$ cat src/pkg/psfs_pkg.sv
// constants for the sequencing, fault-response and summary-status registers
`default_nettype none
package psfs_pkg;
   // command codes
   localparam logic [7:0] CMD_RESP = 8'h63;
   localparam logic [7:0] CMD_DELAY = 8'h64;
   localparam logic [7:0] CMD_RAMP = 8'h65;
   localparam logic [7:0] CMD_SBYTE = 8'h78;
   localparam logic [7:0] CMD_SWORD = 8'h79;
   // reset values
   localparam logic [7:0] RESP_RST = 8'h80;
   localparam logic [15:0] DELAY_RST = 16'h0000;
   localparam logic [15:0] RAMP_RST = 16'h0005;
   // response field encodings
   localparam logic [1:0] ACT_CONT = 2'h0;
   localparam logic [1:0] ACT_OFF = 2'h2;
   localparam logic [2:0] RETRY_LATCH = 3'h0;
   localparam logic [2:0] RETRY_HICCUP = 3'h7;
   localparam logic [4:0] DELAY_MAX_MS = 5'h0A;
   localparam logic [4:0] RAMP_MAX_MS = 5'h14;
   // sticky fault vector positions
   localparam int F_VOUT_OV = 0;
   localparam int F_OC_PEAK = 1;
   localparam int F_TEMP = 2;
   localparam int F_VIN = 3;
   localparam int F_IOUT_OTH = 4;
   localparam int F_MFR = 5;
   localparam int F_HSLIM = 6;
   localparam int F_OTHER = 7;
   localparam int F_VOUT_OTH = 8;
   localparam int F_NUM = 9;
   // timing
   localparam int CLK_NS = 8;
   localparam int MS_NS = 1000000;
   localparam int HICCUP_MS = 1000;
   localparam int TON_MAX_MS = 12;
   localparam logic [27:0] MS_CYC = 28'(MS_NS / CLK_NS);
   localparam logic [27:0] HICCUP_CYC = 28'(HICCUP_MS * (MS_NS / CLK_NS));
   localparam logic [27:0] TON_MAX_CYC = 28'(TON_MAX_MS * (MS_NS / CLK_NS));
   typedef enum logic [2:0] {
      PS_OFF = 3'h0, PS_START = 3'h1, PS_ON = 3'h3, PS_STOP_DLY = 3'h2,
      PS_STOP_FALL = 3'h6, PS_HICCUP = 3'h7, PS_LATCH = 3'h5
   } psfs_pwr_t;
   typedef enum logic [3:0] {
      BS_IDLE = 4'h0, BS_ADDR = 4'h1, BS_ACK_A = 4'h3, BS_CMD = 4'h2, BS_ACK_C = 4'h6,
      BS_WDAT = 4'h7, BS_ACK_D = 4'h5, BS_RDAT = 4'h4, BS_RACK = 4'hC, BS_RWAIT = 4'hD
   } psfs_bus_t;
endpackage
`default_nettype wire

$ cat src/verilog/psfs_regs.sv
// serial-bus command registers for startup fault response, stop timing and summary status
`default_nettype none
module psfs_regs
   import psfs_pkg::*;
#(
   parameter logic [6:0] DEV_ADDR = 7'h40, // arbitrary bus address
   parameter logic [27:0] MS_CYCLES = MS_CYC,
   parameter logic [27:0] HICCUP_CYCLES = HICCUP_CYC,
   parameter logic [27:0] TON_MAX_CYCLES = TON_MAX_CYC
) (
   input wire logic CLOCK_IN,
   input wire logic RST_N_IN,
   input wire logic SCL_IN,
   input wire logic SDA_IN,
   output logic SDA_OUT,
   output logic SDA_OE_OUT,
   output logic ALERT_N_OUT,
   input wire logic VOUT_OV_IN,
   input wire logic OC_PEAK_IN,
   input wire logic TEMP_IN,
   input wire logic VIN_FAULT_IN,
   input wire logic IOUT_OTHER_IN,
   input wire logic MFR_FAULT_IN,
   input wire logic HIGH_SIDE_CURRENT_LIMIT_FLAG_IN,
   input wire logic OTHER_FAULT_IN,
   input wire logic VOUT_OTHER_IN,
   input wire logic POWER_GOOD_IN,
   input wire logic NVM_BUSY_IN,
   input wire logic ENABLE_IN,
   input wire logic SUPPLY_OK_IN,
   input wire logic SHUTDOWN_FAULT_IN,
   input wire logic VOUT_ABOVE_UV_IN,
   input wire logic CLEAR_FAULTS_IN,
   output logic POWER_STAGE_ON_OUT,
   output logic RAMP_DOWN_OUT,
   output logic [7:0] RESP_VALUE_OUT,
   output logic [15:0] DELAY_VALUE_OUT,
   output logic [15:0] RAMP_VALUE_OUT
);
   // ------------------------------------------------------------
   // helpers
   // ------------------------------------------------------------
   function automatic logic [27:0] ms_cyc(input logic [4:0] ms, input logic [27:0] unit);
      return 28'(ms * unit);
   endfunction
   function automatic logic done(input logic [27:0] cnt, input logic [27:0] target);
      return ({1'b0, cnt} + 29'h1) >= {1'b0, target};
   endfunction
   function automatic logic resp_ok(input logic [7:0] d);
      return (d[7:6] == ACT_CONT || d[7:6] == ACT_OFF) &&
             (d[5:3] == RETRY_LATCH || d[5:3] == RETRY_HICCUP) && d[2:0] == 3'h0;
   endfunction
   function automatic logic delay_ok(input logic [15:0] d);
      return d[15:4] == 12'h000 && d[4:0] <= DELAY_MAX_MS;
   endfunction
   function automatic logic ramp_ok(input logic [15:0] d);
      return d[15:5] == 11'h000 && d[4:0] != 5'h00 && d[4:0] <= RAMP_MAX_MS;
   endfunction

   // ------------------------------------------------------------
   // input synchronisers
   // ------------------------------------------------------------
   logic [19:0] sm_r, ss_r;
   logic scl_d_r, sda_d_r;
   logic scl_s, sda_s, pg_s, busy_s, en_s, sup_s, shut_s, uv_s;
   logic [F_NUM-1:0] src;
   always_ff @(posedge CLOCK_IN or negedge RST_N_IN) begin
      if (!RST_N_IN) begin
         sm_r <= 20'h00003;
         ss_r <= 20'h00003;
         scl_d_r <= 1'b1;
         sda_d_r <= 1'b1;
      end else begin
         sm_r <= {VOUT_OTHER_IN, OTHER_FAULT_IN, HIGH_SIDE_CURRENT_LIMIT_FLAG_IN, MFR_FAULT_IN,
                  IOUT_OTHER_IN, VIN_FAULT_IN, TEMP_IN, OC_PEAK_IN, VOUT_OV_IN, POWER_GOOD_IN,
                  NVM_BUSY_IN, ENABLE_IN, SUPPLY_OK_IN, SHUTDOWN_FAULT_IN, VOUT_ABOVE_UV_IN,
                  1'b0, 1'b0, 1'b0, SCL_IN, SDA_IN};
         ss_r <= sm_r;
         scl_d_r <= scl_s;
         sda_d_r <= sda_s;
      end
   end
   assign {src, pg_s, busy_s, en_s, sup_s, shut_s, uv_s} = ss_r[19:5];
   assign scl_s = ss_r[1];
   assign sda_s = ss_r[0];
   wire scl_rise = scl_s & ~scl_d_r;
   wire scl_fall = ~scl_s & scl_d_r;
   wire start = scl_s & scl_d_r & ~sda_s & sda_d_r;
   wire stop = scl_s & scl_d_r & sda_s & ~sda_d_r;

   // ------------------------------------------------------------
   // registers and status
   // ------------------------------------------------------------
   psfs_pwr_t pwr_r, pwr_nxt;
   logic [7:0] resp_r, resp_nxt;
   logic [15:0] delay_r, delay_nxt, ramp_r, ramp_nxt;
   logic [F_NUM-1:0] flt_r, flt_nxt;
   logic ton_r, ton_nxt, cml_r, cml_nxt;
   logic commit, bad_cmd, inval, ton_set;
   logic [7:0] cmd_r;
   logic [15:0] wd_r;
   logic [1:0] wn_r;
   logic [7:0] sbyte;
   logic [15:0] sword;
   wire off = !(pwr_r == PS_START || pwr_r == PS_ON || pwr_r == PS_STOP_DLY);
   // one status byte feeds both reads so they can never disagree
   // shared low byte
   assign sbyte = {busy_s, off, flt_r[F_VOUT_OV], flt_r[F_OC_PEAK], 1'b0, flt_r[F_TEMP], cml_r,
                   |{flt_r[F_VIN], flt_r[F_IOUT_OTH], flt_r[F_MFR], flt_r[F_HSLIM],
                     flt_r[F_OTHER]}};
   // upper summary, power good negated, low bits zero
   assign sword = {flt_r[F_VOUT_OV] | ton_r | flt_r[F_VOUT_OTH],
                   flt_r[F_OC_PEAK] | flt_r[F_IOUT_OTH], flt_r[F_VIN],
                   flt_r[F_MFR] | flt_r[F_HSLIM], ~pg_s, 3'h0, sbyte};

   always_comb begin
      resp_nxt = resp_r;
      delay_nxt = delay_r;
      ramp_nxt = ramp_r;
      inval = 1'b0;
      if (commit) begin
         case (cmd_r)
            CMD_RESP: begin
               if (wn_r == 2'h1 && resp_ok(wd_r[7:0])) resp_nxt = wd_r[7:0];
               else inval = 1'b1;
            end
            CMD_DELAY: begin
               if (wn_r == 2'h2 && delay_ok(wd_r)) delay_nxt = wd_r;
               else inval = 1'b1;
            end
            CMD_RAMP: begin
               if (wn_r == 2'h2 && ramp_ok(wd_r)) ramp_nxt = wd_r;
               else inval = 1'b1;
            end
            default: inval = 1'b0;
         endcase
      end
      flt_nxt = (flt_r & {F_NUM{~CLEAR_FAULTS_IN}}) | src;
      ton_nxt = (ton_r & ~CLEAR_FAULTS_IN) | ton_set;
      cml_nxt = (cml_r & ~CLEAR_FAULTS_IN) | inval | bad_cmd;
   end
   // values offered to the store logic
   always_ff @(posedge CLOCK_IN or negedge RST_N_IN) begin
      if (!RST_N_IN) begin
         resp_r <= RESP_RST;
         delay_r <= DELAY_RST;
         ramp_r <= RAMP_RST;
         flt_r <= '0;
         ton_r <= 1'b0;
         cml_r <= 1'b0;
      end else begin
         resp_r <= resp_nxt;
         delay_r <= delay_nxt;
         ramp_r <= ramp_nxt;
         flt_r <= flt_nxt;
         ton_r <= ton_nxt;
         cml_r <= cml_nxt;
      end
   end
   assign ALERT_N_OUT = ~(|flt_r | ton_r | cml_r);
   assign RESP_VALUE_OUT = resp_r;
   assign DELAY_VALUE_OUT = delay_r;
   assign RAMP_VALUE_OUT = ramp_r;

   // ------------------------------------------------------------
   // power sequencing
   // ------------------------------------------------------------
   logic [27:0] cnt_r, cnt_nxt;
   wire run_ok = en_s & sup_s & ~shut_s;
   always_comb begin
      pwr_nxt = pwr_r;
      cnt_nxt = cnt_r + 28'h1;
      ton_set = 1'b0;
      case (pwr_r)
         PS_OFF: begin
            cnt_nxt = '0;
            if (run_ok) pwr_nxt = PS_START;
         end
         PS_START: begin
            if (!run_ok) pwr_nxt = PS_OFF;
            else if (uv_s) pwr_nxt = PS_ON;
            else if (done(cnt_r, TON_MAX_CYCLES)) begin
               ton_set = 1'b1;
               cnt_nxt = '0;
               if (resp_r[7:6] == ACT_CONT) pwr_nxt = PS_ON;
               else if (resp_r[5:3] == RETRY_HICCUP) pwr_nxt = PS_HICCUP;
               else pwr_nxt = PS_LATCH;
            end
         end
         PS_ON: begin
            cnt_nxt = '0;
            if (shut_s || !sup_s) pwr_nxt = PS_OFF;
            else if (!en_s) pwr_nxt = PS_STOP_DLY;
         end
         PS_STOP_DLY: begin
            if (done(cnt_r, ms_cyc(delay_r[4:0], MS_CYCLES))) begin
               pwr_nxt = PS_STOP_FALL;
               cnt_nxt = '0;
            end
         end
         PS_STOP_FALL: begin
            if (done(cnt_r, ms_cyc(ramp_r[4:0], MS_CYCLES))) pwr_nxt = PS_OFF;
         end
         PS_HICCUP: begin
            if (!run_ok) pwr_nxt = PS_OFF;
            else if (done(cnt_r, HICCUP_CYCLES)) begin
               pwr_nxt = PS_START;
               cnt_nxt = '0;
            end
         end
         PS_LATCH: begin
            cnt_nxt = '0;
            if (CLEAR_FAULTS_IN) pwr_nxt = PS_OFF;
         end
         default: pwr_nxt = PS_OFF;
      endcase
   end
   always_ff @(posedge CLOCK_IN or negedge RST_N_IN) begin
      if (!RST_N_IN) begin
         pwr_r <= PS_OFF;
         cnt_r <= '0;
      end else begin
         pwr_r <= pwr_nxt;
         cnt_r <= cnt_nxt;
      end
   end
   assign POWER_STAGE_ON_OUT = ~off;
   assign RAMP_DOWN_OUT = (pwr_r == PS_STOP_FALL);

   // ------------------------------------------------------------
   // serial bus slave
   // ------------------------------------------------------------
   psfs_bus_t bs_r, bs_nxt;
   logic [7:0] sh_r, sh_nxt, cmd_nxt, rbyte;
   logic [2:0] bc_r, bc_nxt;
   logic [15:0] wd_nxt, rval;
   logic [1:0] wn_nxt, br_r, br_nxt;
   logic drv_r, drv_nxt, rd_r, rd_nxt;
   wire [7:0] inb = {sh_r[6:0], sda_s};
   always_comb begin
      case (cmd_r)
         CMD_RESP: rval = {8'h00, resp_r};
         CMD_DELAY: rval = delay_r;
         CMD_RAMP: rval = ramp_r;
         CMD_SBYTE: rval = {8'h00, sbyte};
         CMD_SWORD: rval = sword;
         default: rval = 16'h0000;
      endcase
      rbyte = (br_r == 2'h0) ? rval[7:0] : (br_r == 2'h1) ? rval[15:8] : 8'h00;
   end
   always_comb begin
      bs_nxt = bs_r;
      sh_nxt = sh_r;
      bc_nxt = bc_r;
      drv_nxt = drv_r;
      cmd_nxt = cmd_r;
      wd_nxt = wd_r;
      wn_nxt = wn_r;
      br_nxt = br_r;
      rd_nxt = rd_r;
      commit = 1'b0;
      bad_cmd = 1'b0;
      if (start) begin
         bs_nxt = BS_ADDR;
         bc_nxt = 3'h0;
         drv_nxt = 1'b0;
      end else if (stop) begin
         commit = (bs_r != BS_IDLE) && !rd_r && wn_r != 2'h0;
         bs_nxt = BS_IDLE;
         drv_nxt = 1'b0;
      end else begin
         case (bs_r)
            BS_ADDR: if (scl_rise) begin
               sh_nxt = inb;
               bc_nxt = bc_r + 3'h1;
               if (bc_r == 3'h7) begin
                  rd_nxt = sda_s;
                  bs_nxt = (sh_r[6:0] == DEV_ADDR) ? BS_ACK_A : BS_IDLE;
               end
            end
            BS_ACK_A: if (scl_fall) begin
               drv_nxt = ~drv_r;
               bc_nxt = 3'h0;
               if (drv_r && rd_r) begin
                  sh_nxt = rbyte;
                  br_nxt = 2'h1;
                  bs_nxt = BS_RDAT;
                  bad_cmd = (rval == 16'h0000) && !(cmd_r inside {CMD_RESP, CMD_DELAY,
                            CMD_RAMP, CMD_SBYTE, CMD_SWORD});
               end else if (drv_r) begin
                  wn_nxt = 2'h0;
                  br_nxt = 2'h0;
                  bs_nxt = BS_CMD;
               end
            end
            BS_CMD: if (scl_rise) begin
               sh_nxt = inb;
               bc_nxt = bc_r + 3'h1;
               if (bc_r == 3'h7) begin
                  cmd_nxt = inb;
                  bs_nxt = BS_ACK_C;
               end
            end
            BS_ACK_C, BS_ACK_D: if (scl_fall) begin
               drv_nxt = ~drv_r;
               bc_nxt = 3'h0;
               if (drv_r) bs_nxt = BS_WDAT;
            end
            BS_WDAT: if (scl_rise) begin
               sh_nxt = inb;
               bc_nxt = bc_r + 3'h1;
               if (bc_r == 3'h7) begin
                  if (wn_r == 2'h0) wd_nxt[7:0] = inb;
                  else if (wn_r == 2'h1) wd_nxt[15:8] = inb;
                  if (wn_r != 2'h3) wn_nxt = wn_r + 2'h1;
                  // writes to read-only or unknown codes count as bad commands
                  bad_cmd = !(cmd_r inside {CMD_RESP, CMD_DELAY, CMD_RAMP});
                  bs_nxt = BS_ACK_D;
               end
            end
            // last bit held until scl falls, else sda moves while scl is high
            BS_RDAT: begin
               if (scl_rise) bc_nxt = bc_r + 3'h1;
               else if (scl_fall && bc_r == 3'h0) bs_nxt = BS_RACK;
               else if (scl_fall) sh_nxt = {sh_r[6:0], 1'b1};
            end
            BS_RACK: if (scl_rise) bs_nxt = sda_s ? BS_IDLE : BS_RWAIT;
            BS_RWAIT: if (scl_fall) begin
               sh_nxt = rbyte;
               bc_nxt = 3'h0;
               if (br_r != 2'h3) br_nxt = br_r + 2'h1;
               bs_nxt = BS_RDAT;
            end
            default: bs_nxt = BS_IDLE;
         endcase
      end
   end
   always_ff @(posedge CLOCK_IN or negedge RST_N_IN) begin
      if (!RST_N_IN) begin
         bs_r <= BS_IDLE;
         sh_r <= 8'hFF;
         bc_r <= 3'h0;
         drv_r <= 1'b0;
         cmd_r <= 8'h00;
         wd_r <= 16'h0000;
         wn_r <= 2'h0;
         br_r <= 2'h0;
         rd_r <= 1'b0;
      end else begin
         bs_r <= bs_nxt;
         sh_r <= sh_nxt;
         bc_r <= bc_nxt;
         drv_r <= drv_nxt;
         cmd_r <= cmd_nxt;
         wd_r <= wd_nxt;
         wn_r <= wn_nxt;
         br_r <= br_nxt;
         rd_r <= rd_nxt;
      end
   end
   // open drain: only ever pull low
   assign SDA_OUT = 1'b0;
   assign SDA_OE_OUT = drv_r | (bs_r == BS_RDAT && !sh_r[7]);
endmodule
`default_nettype wire

$ cat config.mk
export PLATFORM = sky130hd
export DESIGN_NAME = psfs_regs
export DESIGN_NICKNAME = d
export VERILOG_FILES = /design/src/pkg/psfs_pkg.sv /design/src/verilog/psfs_regs.sv
export SDC_FILE = /design/constraint.sdc
export NUM_CORES = 1
export LEC_CHECK = 0
export ABC_CLOCK_PERIOD_IN_PS = 6400
export BUFFER_PORTS_ARGS = -buffer_cell sky130_fd_sc_hd__clkbuf_2
export CORE_ASPECT_RATIO = 0.7
export CORE_MARGIN = 2
export CORE_UTILIZATION = 55
export DETAILED_ROUTE_END_ITERATION = 6
export PLACE_DENSITY = 0.77
export SYNTH_ARGS = -nofsm -noshare
export SYNTH_HDL_FRONTEND = slang
export SYNTH_SLANG_ARGS = --single-unit
$ cat constraint.sdc
create_clock -name CLOCK_IN -period 6.4 [get_ports CLOCK_IN]
set_input_delay 0.32 -clock CLOCK_IN [delete_from_list [all_inputs] [get_ports CLOCK_IN]]
set_output_delay 0.32 -clock CLOCK_IN [all_outputs]
set_load 0.01 [all_outputs]
## Yosys cells after proc, flatten, opt, wreduce, memory -nomap -nowiden

Cells that the tools add are included.

| word-level totals | value |
|---|---|
| register bits | 163 |
| bits of input ports | 20 |
| output and inout port bits | 45 |

| operators by class | value |
|---|---|
| add/sub/neg operators | 5 |
| multiply operators | 2 |
| magnitude comparators | 6 |
| equality and inequality tests | 68 |
| mux-type cells | 91 |
| bitwise gates (word level) | 35 |
| reductions and logical operators | 69 |

Operators with widths:

| operator | number |
|---|---|
| 2-to-1 mux 28 bit | 6 |
| one-hot mux 28 bit (4 select lines) | 1 |
| one-hot mux 16 bit (5 select lines) | 1 |
| 2-to-1 mux 4 bit | 18 |
| 2-to-1 mux 8 bit | 9 |
| greater-or-equal comparator 29 x 22 -> 1 bit | 2 |
| inequality test 4 bit (second input constant) | 13 |
| 2-to-1 mux 3 bit | 16 |
| equality test 8 x 7 -> 1 bit (second input constant) | 5 |
| multiplier 5 x 14 -> 19 bit (second input constant) | 2 |
| inequality test 2 bit (second input constant) | 17 |
| one-hot mux 4 bit (8 select lines) | 1 |
| one-hot mux 8 bit (4 select lines) | 1 |
| adder 28 x 1 -> 29 bit (second input constant) | 1 |
| greater-or-equal comparator 29 x 21 -> 1 bit (second input constant) | 1 |
| greater-or-equal comparator 29 x 27 -> 1 bit (second input constant) | 1 |
| adder 28 x 1 -> 28 bit (second input constant) | 1 |
| 2-to-1 mux 2 bit | 12 |
| one-hot mux 3 bit (7 select lines) | 1 |
| AND reduction 7 bit | 3 |
| 2-to-1 mux 1 bit | 20 |
| equality test 3 bit (second input constant) | 6 |
| equality test 4 x 3 -> 1 bit (second input constant) | 4 |
| logical NOT 16 bit | 1 |
| 51 further kinds | 133 |

## Logic depth before layout (Yosys ltp)

Gate-level depths: netlist of run 1.

| logic depth | value |
|---|---|
| depth in word-level cells | 13 |
| gate-level depth with buffers | 24 |
| gate-level depth less buffers | 24 |

## Worst setup path before layout of run 1

Ideal clock, no wire load.

| timing path | value |
|---|---|
| path kind | reg2reg |
| from | register delay_r[2] (netlist: DELAY_VALUE_OUT[2]) |
| to | register pwr_r[2] |
| setup time | 125 ps |
| data arrival time | 4,859 ps |
| required time | 6,275 ps |
| path slack | 1,417 ps |
| stages on the path, launching flop included | 24 |
| cells stage by stage | dfrtp_1 -> ha_1 -> inv_1 -> fa_1 -> fa_1 -> inv_1 -> ha_1 -> nor2b_1 -> o21a_1 -> o21ai_0 -> nand2b_1 -> a21oi_1 -> xor2_1 -> ha_1 -> nand4_1 -> or2_2 -> nor4_1 -> o41ai_1 -> nand4b_1 -> o21a_1 -> o221ai_1 -> a21oi_1 -> o21ai_0 -> mux2_2 |

| on the way | value |
|---|---|
| longest elaborated chain between the ends | 4 |

RTL lines:

| element | line | source |
|---|---|---|
| start, declared | psfs_regs.sv:96 | `logic [15:0] delay_r, delay_nxt, ramp_r, ramp_nxt;` |
| start signal, assigned | psfs_regs.sv:153 | `delay_r <= delay_nxt;` |
| multiplier 5 x 14 -> 19 bit | psfs_regs.sv:44 | `return 28'(ms * unit);` |
| greater-or-equal comparator 29 x 22 -> 1 bit | psfs_regs.sv:47 | `return ({1'b0, cnt} + 29'h1) >= {1'b0, target};` |
| inequality test 2 x 1 -> 1 bit (no source line) | - |  |
| AND reduction 7 bit (no source line) | - |  |
| end signal, assigned | psfs_regs.sv:223 | `pwr_r <= pwr_nxt;` |
| end, declared | psfs_regs.sv:94 | `psfs_pwr_t pwr_r, pwr_nxt;` |

Every way passes these cells.
A chain may end at the register's enable or synchronous reset.

## Worst setup path in the final report of run 1

| timing path | value |
|---|---|
| from | register delay_r[3] (netlist: DELAY_VALUE_OUT[3]) |
| to | register pwr_r[2] |

The elaborated chain is that of the path after synthesis.

==> results, run 1 <==
- The reg-to-reg setup timing slack is 0.72 ns.
- The routed layout has ~8600 vias.
- After synthesis, the most frequently instantiated cells are dfrtp_1 (146), nand2_1 (107), ha_1 (104).
- The height of the die is 120 um.
- After detailed placement, the design holds a cell count of approximately 1400.
- The startpoint identified for the worst register-to-register timing path is DELAY_VALUE_OUT[3].
- The critical path class is flop to flop.
- STA classifies the critical path startpoint as a flop.
- The placed wire-length estimate is 19600 um.
- For this design the top-level I/O count stands at 65.
- The area share of the largest cell type after synthesis is 34.7%.
- Row generation in the floorplan step produced 42 rows.
- Setup repair after global routing left no endpoint under its margin.
- In this run the worst setup path terminates at pwr_r[2].
- Sorting the synthesized cells by area gives the leading types as dfrtp_1 (35%), ha_1 (12%), dfstp_2 (4.2%).
- The number of gates resized after CTS was 0.
- Synthesis produced a netlist whose cell count is ~1100.
- The flow ran to the end, but the final reports show violations.
- The final reports fail on negative hold slack.
- The final worst hold slack is -0.0458 ns.
- The number of buffers inserted by post-CTS setup repair is 0.
- The die boundary width is approximately 170 um.
- The area growth from synthesis to layout is 12.0%.
- The worst-path maximum fanout is 9.
- In this run the clock root is driven by a clkbuf_16.
- The worst-case clock skew is 0.0125 ns.
- The initial core utilization is between 50% and 60%.
- The synthesized netlist contains 73 unique library cells.
- The number of warnings reported in the yosys synthesis log is 0.
- After synthesis the netlist holds a flip-flop and latch count of 163.
- The clock sink total is around 160.
- The total standard cell area after synthesis is about 0.011 mm^2.
- The detailed router used layers up to and including met4.
- TritonCTS built the clock tree.
- Measured on the finished design, the core utilization comes to 62.6%.
- The critical path data arrival time is 6.01 ns.
- The endpoint class of the critical path is a flop.
- The amount of wire on met3 after detailed routing is 2820 um.
- The area of the core region is 0.0188 mm^2.
- After synthesis, flip-flops and latches occupy 39.0% of the total area.
- In this run the power density over the cells is between 200 and 250 mW/mm^2.
- The mean instance size in the synthesized netlist is 9.46 um^2.
- The number of nets in the synthesized netlist is 1248.
- The overall overflow remaining after global route is 0.
- At the end of routability-driven placement, the weighted congestion stood at 0.943.
- The remaining design rule violation count is 0.
- The finished cells cover 0.0118 mm^2.
- The initial antenna violation count is 0.
- The first global-routing pass estimated 43000 um of wire.
- The maximum VDD drop is approximately 210 uV.
- Among all cell types in the netlist, the one instantiated most often is dfrtp_1.
- The actual transition at the worst max-transition pin is 0.903 ns.
- Based on the critical path, the design can be clocked at up to 176 MHz.
- The via density per instance is 6.00.
- Clock-pin slew was measured on the worst setup and hold paths at 0.07 ns.
- The share of post-route cells with drive strength above 1 is 14.4%.
- The length of the first detailed-routing pass in iterations is 5.
- The maximum buffer depth of the clock tree is 2.
- The count of pins over their slew limit is 0.
- For this run, the post-layout net count is 1317.
- For the worst-skew pair, the clock arrives at the later sink with an insertion delay of 0.44 ns.
- The amount of wire on met2 after detailed routing is between 10000 and 15000 um.
- The most used flip-flop cell after synthesis is dfrtp_1.
- In this run the number of H-tree levels came out at 4.
- The logic depth of the worst register-to-register path is 23.
- The most area-hungry cell type in the Yosys netlist is dfrtp_1.
- For this run, asynchronously set or reset flops after synthesis account for 100%.
- STA puts the critical path data required time at 6.73 ns.
- The DRC violation total after the first TritonRoute iteration is 817.
- The non-filler instance count after layout is 1436.
- In the final routing, the length of wire on met1 measures around 13000 um.
- Across the run, the number of max-cap violations was 0.
- The floorplan step defined a die boundary enclosing 0.0203 mm^2.
- The repair_antennas step left the layout with diodes totalling 0.
- The number of buffers created by CTS is 17.
- The time the worst path needs with I/O delays and setup is around 5.7 ns.
- Measured against its own limit, the worst slew margin works out to around two fifths.
- The share of the clock period used by the worst path is roughly nine tenths.
- Counting flops with a built-in enable in the synthesized netlist gives 0.
- The global-route total usage across every layer is 27.3%.
- The wire length reported by the detailed router is roughly 26000 um.
- Entering global routing, the biggest net connects approximately 100 pins.
- The number of nets with antenna violations after routing is 0.
- The mean routed wirelength per cell is between 15 and 20 um.
- The total of buffers placed on input and output ports is 63.
- The endpoint identified for the worst register-to-register timing path is pwr_r[2].
- Setup violations remaining at the end of the flow were counted as 0.
- Summed over all cells, the static leakage comes to 5.64 nW.
- Once placement finished, the instance area stood at roughly 0.011 mm^2.
- The path class of the tightest hold or removal check is primary input to async pin.
- The number of global-route vias before repair is 8051.
- The launch point of the critical path is DELAY_VALUE_OUT[3].
- The final total negative setup slack is 0 ns.
- The count of endpoints failing hold in the final timing report is 32.
[worst min path at each step]
stage	depth (start not counted)	end	slack, ns
floorplan	0	DELAY_VALUE_OUT[0]	0.02
global placement	0	ss_r[8]	0.33
detailed placement	0	ss_r[16]	0.33
CTS	1	ss_r[16]	0.01
global route	1	flt_r[8]	0.05
finish	1	ss_r[11]	-0.05
[report_power, final]
| part | total, mW | internal, mW | switching, mW | leakage, nW |
|---|---|---|---|---|
| Combinational | 0.282 | 0.105 | 0.177 | 3.26 |
| Clock | 0.989 | 0.516 | 0.473 | 0.275 |
| Sequential | 1.15 | 1.08 | 0.0645 | 2.11 |
[metrics by stage]
step | worst slack (ns) | total power, mW
after floorplan | 1.42 | 1.35
after global placement | 0.984 | 1.42
after detailed placement | 0.850 | 1.44
after CTS | 0.780 | 2.42
after global routing | 0.377 | 2.51
final | 0.718 | 2.42
[cell type report]
class                      instances  area, um^2
fill                            1518        7040
multi-input combinational        825        5930
sequential                       163        4100
timing repair buffer              88         552
clock buffer                      18         429
inverter                          86         323
tap                              242         303
clock inverter                    14         141
[registers in the layout (all words and copies together) (netlist names), 3 cells and up]
name and flops:
sm_r 17, sh_r 8, bc_r 3, ss_r 17
flt_r 9, pwr_r 3, RAMP_VALUE_OUT 16, RESP_VALUE_OUT 8
DELAY_VALUE_OUT 16, wd_r 16, cnt_r 28, cmd_r 8
bs_r 4
[per-layer routing]
metal | GRT usage (%) | vias to the layer above
met3 | 8.91 | 36
met5 | 0 | -
met2 | 36.3 | 376
met1 | 42.5 | 4141
met4 | 6.52 | 0
li1 | - | 4057
[layout by cell type (no fill, tap or decap), drive strengths merged, types with 6 or more instances in the layout]
master and count:
a21o 19, a21oi 57, a22oi 11, and2 9
and3 12, buf 9, clkbuf 80, dfrtp 146
dfstp 17, dlygate4sd3 17, fa 12, ha 104
inv 93, mux2 35, mux2i 11, nand2 107
nand2b 8, nand3 31, nand4 27, nor2 87
nor2b 33, nor3 20, nor4 18, o211ai 6
o21a 9, o21ai 66, o21bai 6, o22ai 7
or3 7, xnor2 38, xor2 17
[repair_timing]
item | in CTS | in global routing
endpoints found under the hold margin | 17 | 0
hold buffers | 17 | 0
endpoints found under the setup margin | 0 | 0
[logic make-up after synthesis]
family                     Yosys count  synth area share [%]
AOI/OAI and AO/OA                  229                  14.0
xor gates and xnor gates            55                  4.58
adders and majority gates          117                  14.8
buffers and inverters              124                  4.68
DFF                                163                  39.0
muxes                               46                  4.80
other                                1                0.0357
and+or+nand+nor                    377                  18.2
[worst max-delay path, cell delays in order, from the launching register on]
cell and delay, ns:
dfrtp_1 0.51, ha_1 0.33, inv_1 0.05, fa_1 0.48
fa_1 0.52, inv_1 0.04, ha_1 0.32, nor2b_1 0.15
o21a_1 0.21, o21ai_0 0.17, nand2b_1 0.07, a21oi_1 0.17
xor2_1 0.19, ha_1 0.27, nand4_1 0.15, or2_2 0.14
nor4_1 0.05, o41ai_1 0.56, nand4b_1 0.20, o21a_1 0.15
o221ai_1 0.20, a21oi_1 0.10, o21ai_0 0.16, mux2_2 0.38
Note: power is estimated with default switching activity, not from simulation.
==> inputs of run 2 (changes only) <==
--- a/config.mk
+++ b/config.mk
@@ -5,7 +5,7 @@
 export SDC_FILE = /design/constraint.sdc
 export NUM_CORES = 1
 export LEC_CHECK = 0
-export ABC_CLOCK_PERIOD_IN_PS = 6400
+export ABC_CLOCK_PERIOD_IN_PS = 6200
 export BUFFER_PORTS_ARGS = -buffer_cell sky130_fd_sc_hd__clkbuf_2
 export CORE_ASPECT_RATIO = 0.7
 export CORE_MARGIN = 2
==> constraint.sdc (replaced) <==
create_clock -name CLOCK_IN -period 6.2 [get_ports CLOCK_IN]
set_input_delay 0.31 -clock CLOCK_IN [delete_from_list [all_inputs] [get_ports CLOCK_IN]]
set_output_delay 0.31 -clock CLOCK_IN [all_outputs]
set_load 0.01 [all_outputs]
==> results, run 2 (same netlist as run 1, synthesis figures left out) <==
- For hold timing, the worst endpoint is ss_r[19].
- The initial antenna violation count is 0 (unchanged).
- The final weighted congestion in routability-driven placement is 0.943 (about the same).
- The logic depth of the worst register-to-register path is 23 (unchanged).
- The wire length reported by the detailed router is 26600 um (+0.67%).
- The area of the core region was 0.0188 mm^2 (unchanged).
- The switching share of power is 29.8% (+0.21 points).
- The full die area is 0.0203 mm^2 (unchanged).
- The reg-to-reg setup timing slack came to 0.41 ns (-0.31 ns).
- The internal power summed over all cells is 1.76 mW (+3.5%).
- The largest net degree at the start of global routing is 98 (unchanged).
- The worst-case clock skew came to 0.0138 ns (+0.00134 ns).
- In this run the critical register-to-register path is captured at pwr_r[2].
- The clock edge transition at the registers on the reported setup and hold paths is 0.07 ns (about the same).
- The number of fillers in the final layout is 1530 (+0.79%).
- The area after detailed placement is 0.0110 mm^2 (unchanged).
- The total setup violations reported at the end of the flow is 0 (unchanged).
- The flow ran to the end, and the final reports show no timing, DRC or antenna violations.
- The switching power was 0.747 mW (+4.6%).
- The start of the worst register-to-register path is DELAY_VALUE_OUT[3].
- The critical hold path startpoint is sm_r[19].
- The share of post-route cells with drive strength above 1 is 14.5% (+0.072 points).
- Leaving out fill and tap cells, the most frequent cells in the layout are dfrtp_1 (146), nand2_1 (107), ha_1 (104).
- The number of nets with antenna violations after routing is 0 (unchanged).
- The via density per instance came to 5.99 (about the same).
- The max-capacitance violation count is 0 (unchanged).
- The wire length of the first global-routing pass was 43200 um (+0.45%).
- The remaining design rule violation count is 0 (unchanged).
- The utilization of the core after routing is 62.7% (+0.14 points).
- The sequential cell area is 0.00410 mm^2 (unchanged).
- The number of global-route vias before repair is 8142 (+1.1%).
- The worst setup path is launched from a flop.
- The register share of total power is 47.2% (-0.2 points).
- The total power divided by cell area is 213 mW/mm^2 (+3.6%).
- The flip-flop count of the largest register, all copies and words added came to 28 (unchanged).
- The number of antenna cells inserted came to 0 (unchanged).
- The library cell used most frequently in the layout, excluding fill and tap cells, is dfrtp_1.
- The number of buffers created by CTS was 17 (unchanged).
- The count of endpoints failing hold in the final timing report came to 0 (-100%).
- The critical path data arrival time is 6.12 ns (+0.11 ns).
- The count of pins on the block boundary was 65 (unchanged).
- The register containing the most flip-flops in the final layout is cnt_r.
- The normalized max-slew margin is 39.1% (-0.70 points).
- The time the worst path needs with I/O delays and setup came to 5.79 ns (+0.111 ns).
- The final total negative setup slack is 0 ns (unchanged).
- The final design area excluding fillers is 0.0118 mm^2 (+0.22%).
- The clock share of power is 41.1% (+0.2 points).
- The TritonCTS clock tree is done.
- The fmax was 173 MHz (-1.9%).
- The total of buffers placed on input and output ports is 63 (unchanged).
- The clock latency reported for the late side of the worst-skew pair is 0.44 ns (about the same).
- The root cell of the clock tree is clkbuf_16.
- The worst hold path belongs to the class flop to flop.
- The maximum VDD drop was 206 uV (-3.6%).
- The clock sink total is 163 (unchanged).
- The area growth from synthesis to layout is 12.3%.
- The mean routed wirelength per cell is 18.5 um (+0.60%).
- The actual transition at the worst max-transition pin is 0.910 ns (+0.00655 ns).
- The worst setup path is captured at a flop.
- The global-route total usage across every layer is 27.3% (+0.038 points).
- met1 is the most crowded layer.
- Setup repair after global routing left no endpoint under its margin.
- The die boundary width was 169 um (unchanged).
- The fraction of met3 tracks used by global routing came to 7.35% (-1.6 points).
- The worst-path maximum fanout is 9 (unchanged).
- The part of the total power dissipated in combinational logic was 11.7% (about the same).
- The final net count was 1318 (+0.076%).
- In the final layout, the registers with the most flip-flops are cnt_r (28), sm_r (17), ss_r (17).
- Counting instances, the worst hold path has a depth of 0.
- The number of rows created at floorplan is 42 (unchanged).
- The maximum buffer depth of the clock tree is 2 (unchanged).
- The placed wire-length estimate was 19600 um (about the same).
- The share of the clock period used by the worst path is 93.4% (+4.7 points).
- The length of the first detailed-routing pass in iterations is 5 (unchanged).
- The number of instances resized during post-cts repair is 0 (unchanged).
- The worst setup path is of the flop to flop kind.
- The count of pins over their slew limit is 0 (unchanged).
- The H-tree depth was 4 (unchanged).
- The fraction of met1 tracks used by global routing is 43.3% (+0.80 points).
- The initial core utilization is 55.9% (unchanged).
- The critical path required time is 6.53 ns (-0.20 ns).
- The multi-input logic area is 0.00593 mm^2 (unchanged).
- The cell leakage power is 5.66 nW (+0.27%).
- The height of the die is 120 um (unchanged).
- The DRC violation total after the first TritonRoute iteration is 881 (+7.8%).
- The met2 track utilization from global routing came to 36.6% (+0.31 points).
- The final worst hold slack is 0.349 ns (+0.395 ns).
- The overall overflow remaining after global route is 0 (unchanged).
- The total number of vias came to 8614 (+0.046%).
==> run 2: cell count changes in the layout (fill, tap and decap cells not counted) <==
cell | previous run | this run
clkinv_4 | 2 | 4
inv_6 | 3 | 1
clkbuf_1 | 1 | 0
clkinv_8 | 2 | 3
clkinvlp_4 | 2 | 1
dlygate4sd3_1 | 17 | 18
inv_8 | 4 | 5
==> run 2: what timing repair did <==
item                                    CTS  global route
buffers inserted                          0             0
hold buffers                             18             0
hold endpoints to repair                 36             0
endpoints found under the setup margin    0             0
==> run 2: per-stage QoR <==
stage / setup slack, ns / cells / power (mW)
4_1_cts: 0.471 / 1437 / 2.52
3_3_place_gp: 0.784 / 1387 / 1.47
6_report: 0.407 / 1437 / 2.51
5_1_grt: 0.0209 / 1437 / 2.61
2_1_floorplan: 1.22 / 1112 / 1.39
3_5_place_dp: 0.588 / 1387 / 1.48
==> run 2: worst max-delay path, stage by stage (launching register included) <==
cell and delay (ns):
dfrtp_1 0.51, ha_1 0.34, inv_1 0.05, fa_1 0.48, fa_1 0.53, inv_1 0.05
ha_1 0.32, nor2b_1 0.14, o21a_1 0.18, o21ai_0 0.20, nand2b_1 0.10, a21oi_1 0.18
xor2_1 0.20, ha_1 0.26, nand4_1 0.15, or2_2 0.15, nor4_1 0.06, o41ai_1 0.55
nand4b_1 0.21, o21a_1 0.15, o221ai_1 0.23, a21oi_1 0.11, o21ai_0 0.16, mux2_2 0.38
==> run 2: how the worst max path moves through the flow <==
stage,startpoint,end,slack (ns),cells past startpoint
finish,DELAY_VALUE_OUT[3],pwr_r[2],0.41,23
detailed placement,DELAY_VALUE_OUT[2],pwr_r[2],0.59,23
global route,DELAY_VALUE_OUT[2],pwr_r[2],0.02,23
floorplan,DELAY_VALUE_OUT[2],pwr_r[2],1.22,23
global placement,DELAY_VALUE_OUT[3],pwr_r[2],0.78,23
CTS,DELAY_VALUE_OUT[2],pwr_r[2],0.47,23
==> run 2: layout make-up <==
cell class                 instances  area share [%]
inverter                          86            2.73
sequential                       163            34.7
multi-input combinational        825            50.2
clock inverter                    15            1.37
clock buffer                      17            3.60
timing repair buffer              89            4.76
tap                              242            2.57
==> run 2: power groups by stage <==
| stage | Sequential [mW] | Clock [mW] | Combinational (mW) |
|---|---|---|---|
| 3_3_place_gp | 1.20 | 0 | 0.271 |
| 3_5_place_dp | 1.20 | 0 | 0.278 |
| 4_1_cts | 1.18 | 1.05 | 0.289 |
| 5_1_grt | 1.19 | 1.09 | 0.324 |
| 6_report | 1.18 | 1.03 | 0.294 |
| 2_1_floorplan | 1.16 | 0 | 0.224 |
==> run 2: metal layers <==
metal  vias up  routed length, um
met5         -                  0
met4         0                355
met3        30               2530
met2       368              10700
met1      4158              13000
li1       4058                  -
==> inputs of run 3 (changes only) <==
--- a/config.mk
+++ b/config.mk
@@ -5,12 +5,12 @@
 export SDC_FILE = /design/constraint.sdc
 export NUM_CORES = 1
 export LEC_CHECK = 0
-export ABC_CLOCK_PERIOD_IN_PS = 6200
+export ABC_CLOCK_PERIOD_IN_PS = 5600
 export BUFFER_PORTS_ARGS = -buffer_cell sky130_fd_sc_hd__clkbuf_2
 export CORE_ASPECT_RATIO = 0.7
-export CORE_MARGIN = 2
 export CORE_UTILIZATION = 55
 export DETAILED_ROUTE_END_ITERATION = 6
+export HOLD_SLACK_MARGIN = 0.1
 export PLACE_DENSITY = 0.77
 export SYNTH_ARGS = -nofsm -noshare
 export SYNTH_HDL_FRONTEND = slang
==> constraint.sdc (replaced) <==
create_clock -name CLOCK_IN -period 5.6 [get_ports CLOCK_IN]
set_input_delay 0.28 -clock CLOCK_IN [delete_from_list [all_inputs] [get_ports CLOCK_IN]]
set_output_delay 0.28 -clock CLOCK_IN [all_outputs]
set_load 0.01 [all_outputs]
==> results, run 3 (same netlist as run 1, synthesis figures left out) <==
- The total setup violations reported at the end of the flow is 0 (unchanged).
- The remaining design rule violation count is 0 (unchanged).
- The critical path data arrival time is 5.74 ns (-0.38 ns).
- The logic depth of the worst register-to-register path is 23 (unchanged).
- The count of pins over their slew limit was 0 (unchanged).
- The cell leakage power is 5.75 nW (+1.6%).
- The share of the clock period used by the worst path came to 96.7% (+3.3 points).
- The time the worst path needs with I/O delays and setup is 5.42 ns (-0.375 ns).
- The length of the first detailed-routing pass in iterations came to 6 (+1).
- The actual transition at the worst max-transition pin was 1.04 ns (+0.130 ns).
- The final design area excluding fillers came to 0.0120 mm^2 (+1.9%).
- The worst-path maximum fanout was 3 (-6).
- The area growth from synthesis to layout is 14.4%.
- The start of the worst register-to-register path is DELAY_VALUE_OUT[2].
- The cell at the slowest stage of the critical path is fa_1.
- The library cell used most frequently in the layout, excluding fill and tap cells, is dfrtp_1.
- The worst-case clock skew is 0.0125 ns (-0.00135 ns).
- The initial antenna violation count came to 0 (unchanged).
- The count of pins on the block boundary is 65 (unchanged).
- The area after detailed placement came to 0.0111 mm^2 (+0.14%).
- The placed wire-length estimate is 19300 um (-1.6%).
- The DRC violation total after the first TritonRoute iteration is 912 (+3.5%).
- The area of the core region is 0.0184 mm^2 (-2.4%).
- The largest incremental delay on the critical path is 0.58 ns (+0.03 ns).
- The global-route total usage across every layer is 28.8% (+1.5 points).
- The via density per instance is 6.00 (about the same).
- The wire length of the first global-routing pass is 43900 um (+1.6%).
- The critical path required time is 5.92 ns (-0.61 ns).
- In this run the worst hold path is classified as primary input to flop.
- The total number of vias is 8675 (+0.71%).
- The clock latency reported for the late side of the worst-skew pair is 0.44 ns (about the same).
- The maximum buffer depth of the clock tree was 2 (unchanged).
- The largest registers in the layout are cnt_r (28), sm_r (17), ss_r (17).
- The clock sink total is 163 (unchanged).
- The total power of the final layout is 2.89 mW (+15%).
- The number of instances on the worst hold path was 4 (+4).
- The flow ran to the end, and the final reports show no timing, DRC or antenna violations.
- The count of endpoints failing hold in the final timing report is 0 (unchanged).
- The height of the die is 118 um (-1.7%).
- The final weighted congestion in routability-driven placement came to 0.967 (+2.5%).
- The wire length reported by the detailed router is 27000 um (+1.8%).
- The register with the most flip-flops in the final layout is cnt_r.
- The max-capacitance violation count is 0 (unchanged).
- The initial core utilization is 57.3% (+1.4 points).
- The final net count came to 1333 (+1.1%).
- The pre-CTS worst setup slack came to -0.0836 ns (-0.672 ns).
- The worst setup path is launched from a flop.
- The endpoint class of the critical path is a flop.
- The full die area is 0.0197 mm^2 (-2.8%).
- The total buffers and inverters traversed by the critical path was 3 (+1).
- The reg-to-reg setup timing slack was 0.18 ns (-0.22 ns).
- The utilization of the core after routing is 65.5% (+2.8 points).
- Among cell families on the critical path, the largest total delay comes from adder cells.
- The number of antenna cells inserted is 0 (unchanged).
- The number of fillers in the final layout is 1429 (-6.6%).
- The share of post-route cells with drive strength above 1 is 16.4% (+2.0 points).
- The number of buffers created by CTS is 17 (unchanged).
- The multi-input logic area came to 0.00600 mm^2 (+1.2%).
- The tree is rooted in a clkbuf_16.
- Walking the worst path, the cells encountered are buf_12 > fa_1 > inv_1 > fa_1 > inv_1 > ha_1 > ha_1 > o21a_1 > o21ai_1 > nand2b_1 > a21oi_2 > xor2_1 > ha_1 > nand4_1 > or2_4 > nor4_2 > o41ai_2 > nand4b_1 > o21a_1 > o221ai_2 > a21oi_2 > o21ai_2 > mux2_2.
- The maximum VDD drop came to 244 uV (+19%).
- The H-tree depth came to 4 (unchanged).
- The largest net degree at the start of global routing is 98 (unchanged).
- The worst hold path terminates at ton_r.
- The sequential cell area is 0.00410 mm^2 (about the same).
- The final total negative setup slack is 0 ns (unchanged).
- The total of buffers placed on input and output ports is 63 (unchanged).
- The overall overflow remaining after global route is 0 (unchanged).
- The flip-flop count of the largest register, all copies and words added came to 28 (unchanged).
- The number of global-route vias before repair was 8062 (-0.98%).
- The startpoint identified for the worst hold timing path is CLEAR_FAULTS_IN.
- The number of rows created at floorplan is 41 (-2.4%).
- The critical path class is flop to flop.
- The die boundary width was 167 um (-1.2%).
- The fmax is 185 MHz (+6.9%).
- The setup slack of the critical path after layout is 0.182 ns (-0.225 ns).
- The number of nets with antenna violations after routing was 0 (unchanged).
- Leaving out fill and tap cells, the most frequent cells in the layout are dfrtp_1 (143), nand2_1 (107), ha_1 (103).
- The critical path's most frequent cell is ha_1.
- In this run the critical register-to-register path is captured at pwr_r[2].
- The total power divided by cell area came to 240 mW/mm^2 (+13%).
- TritonCTS built the clock tree.
- The mean routed wirelength per cell is 18.7 um (+1.2%).
- The normalized max-slew margin was 30.5% (-8.5 points).
- The clock edge transition at the registers on the reported setup and hold paths is 0.07 ns (about the same).
-- run 3: power breakdown --
part | internal [mW] | leakage [nW] | switching, mW
Sequential | 1.24 | 2.10 | 0.0741
Clock | 0.607 | 0.296 | 0.576
Combinational | 0.166 | 3.35 | 0.235
Total | 2.01 | 5.75 | 0.885
-- run 3: stage by stage --
step                hold WS [ns]  std cells
global placement           0.332       1384
finish                     0.319       1446
global route               0.327       1446
CTS                        0.312       1439
floorplan                -0.0156       1112
detailed placement         0.336       1384
-- run 3: layout make-up --
type                            instances  share of cell area, %
Multi-Input combinational cell        826                   49.9
Timing Repair Buffer                  103                   5.75
Clock inverter                         15                   1.57
Tap cell                              236                   2.45
Clock buffer                           17                   3.54
Sequential cell                       163                   34.1
Inverter                               86                   2.68
-- run 3: worst max path at each step --
stage	start	depth (start not counted)	slack [ns]	endpoint
6_report	DELAY_VALUE_OUT[2]	23	0.18	pwr_r[2]
5_1_grt	RAMP_VALUE_OUT[2]	22	-0.04	pwr_r[2]
4_1_cts	DELAY_VALUE_OUT[2]	23	0.04	pwr_r[2]
3_5_place_dp	DELAY_VALUE_OUT[2]	21	-0.08	cnt_r[27]
3_3_place_gp	DELAY_VALUE_OUT[2]	21	0.1	cnt_r[27]
2_1_floorplan	DELAY_VALUE_OUT[2]	23	0.62	pwr_r[2]
-- run 3: worst register-to-register path, cell delays in order (launching register included) --
cell	delay [ns]
dfrtp_2	0.44
buf_12	0.14
fa_1	0.58
inv_1	0.07
fa_1	0.50
inv_1	0.04
ha_1	0.28
ha_1	0.29
o21a_1	0.13
o21ai_1	0.13
nand2b_1	0.08
a21oi_2	0.15
xor2_1	0.19
ha_1	0.28
nand4_1	0.17
or2_4	0.15
nor4_2	0.05
o41ai_2	0.49
nand4b_1	0.23
o21a_1	0.17
o221ai_2	0.22
a21oi_2	0.08
o21ai_2	0.10
mux2_2	0.35
-- run 3: what timing repair did --
| action | 4_1_cts | 5_1_grt |
|---|---|---|
| setup buffers | 4 | 7 |
| resized for setup | 3 | 12 |
| endpoints found under the hold margin | 105 | 0 |
| cloned | 1 | 0 |
| pin swaps | 2 | 9 |
| hold buffers | 18 | 0 |
| endpoints found under the setup margin | 29 | 29 |
-- run 3: routing by layer --
metal	wire length (um)	GRT usage [%]
met2	10600	37.4
met1	13100	45.6
met4	256	6.65
met3	3040	9.08
met5	0	0
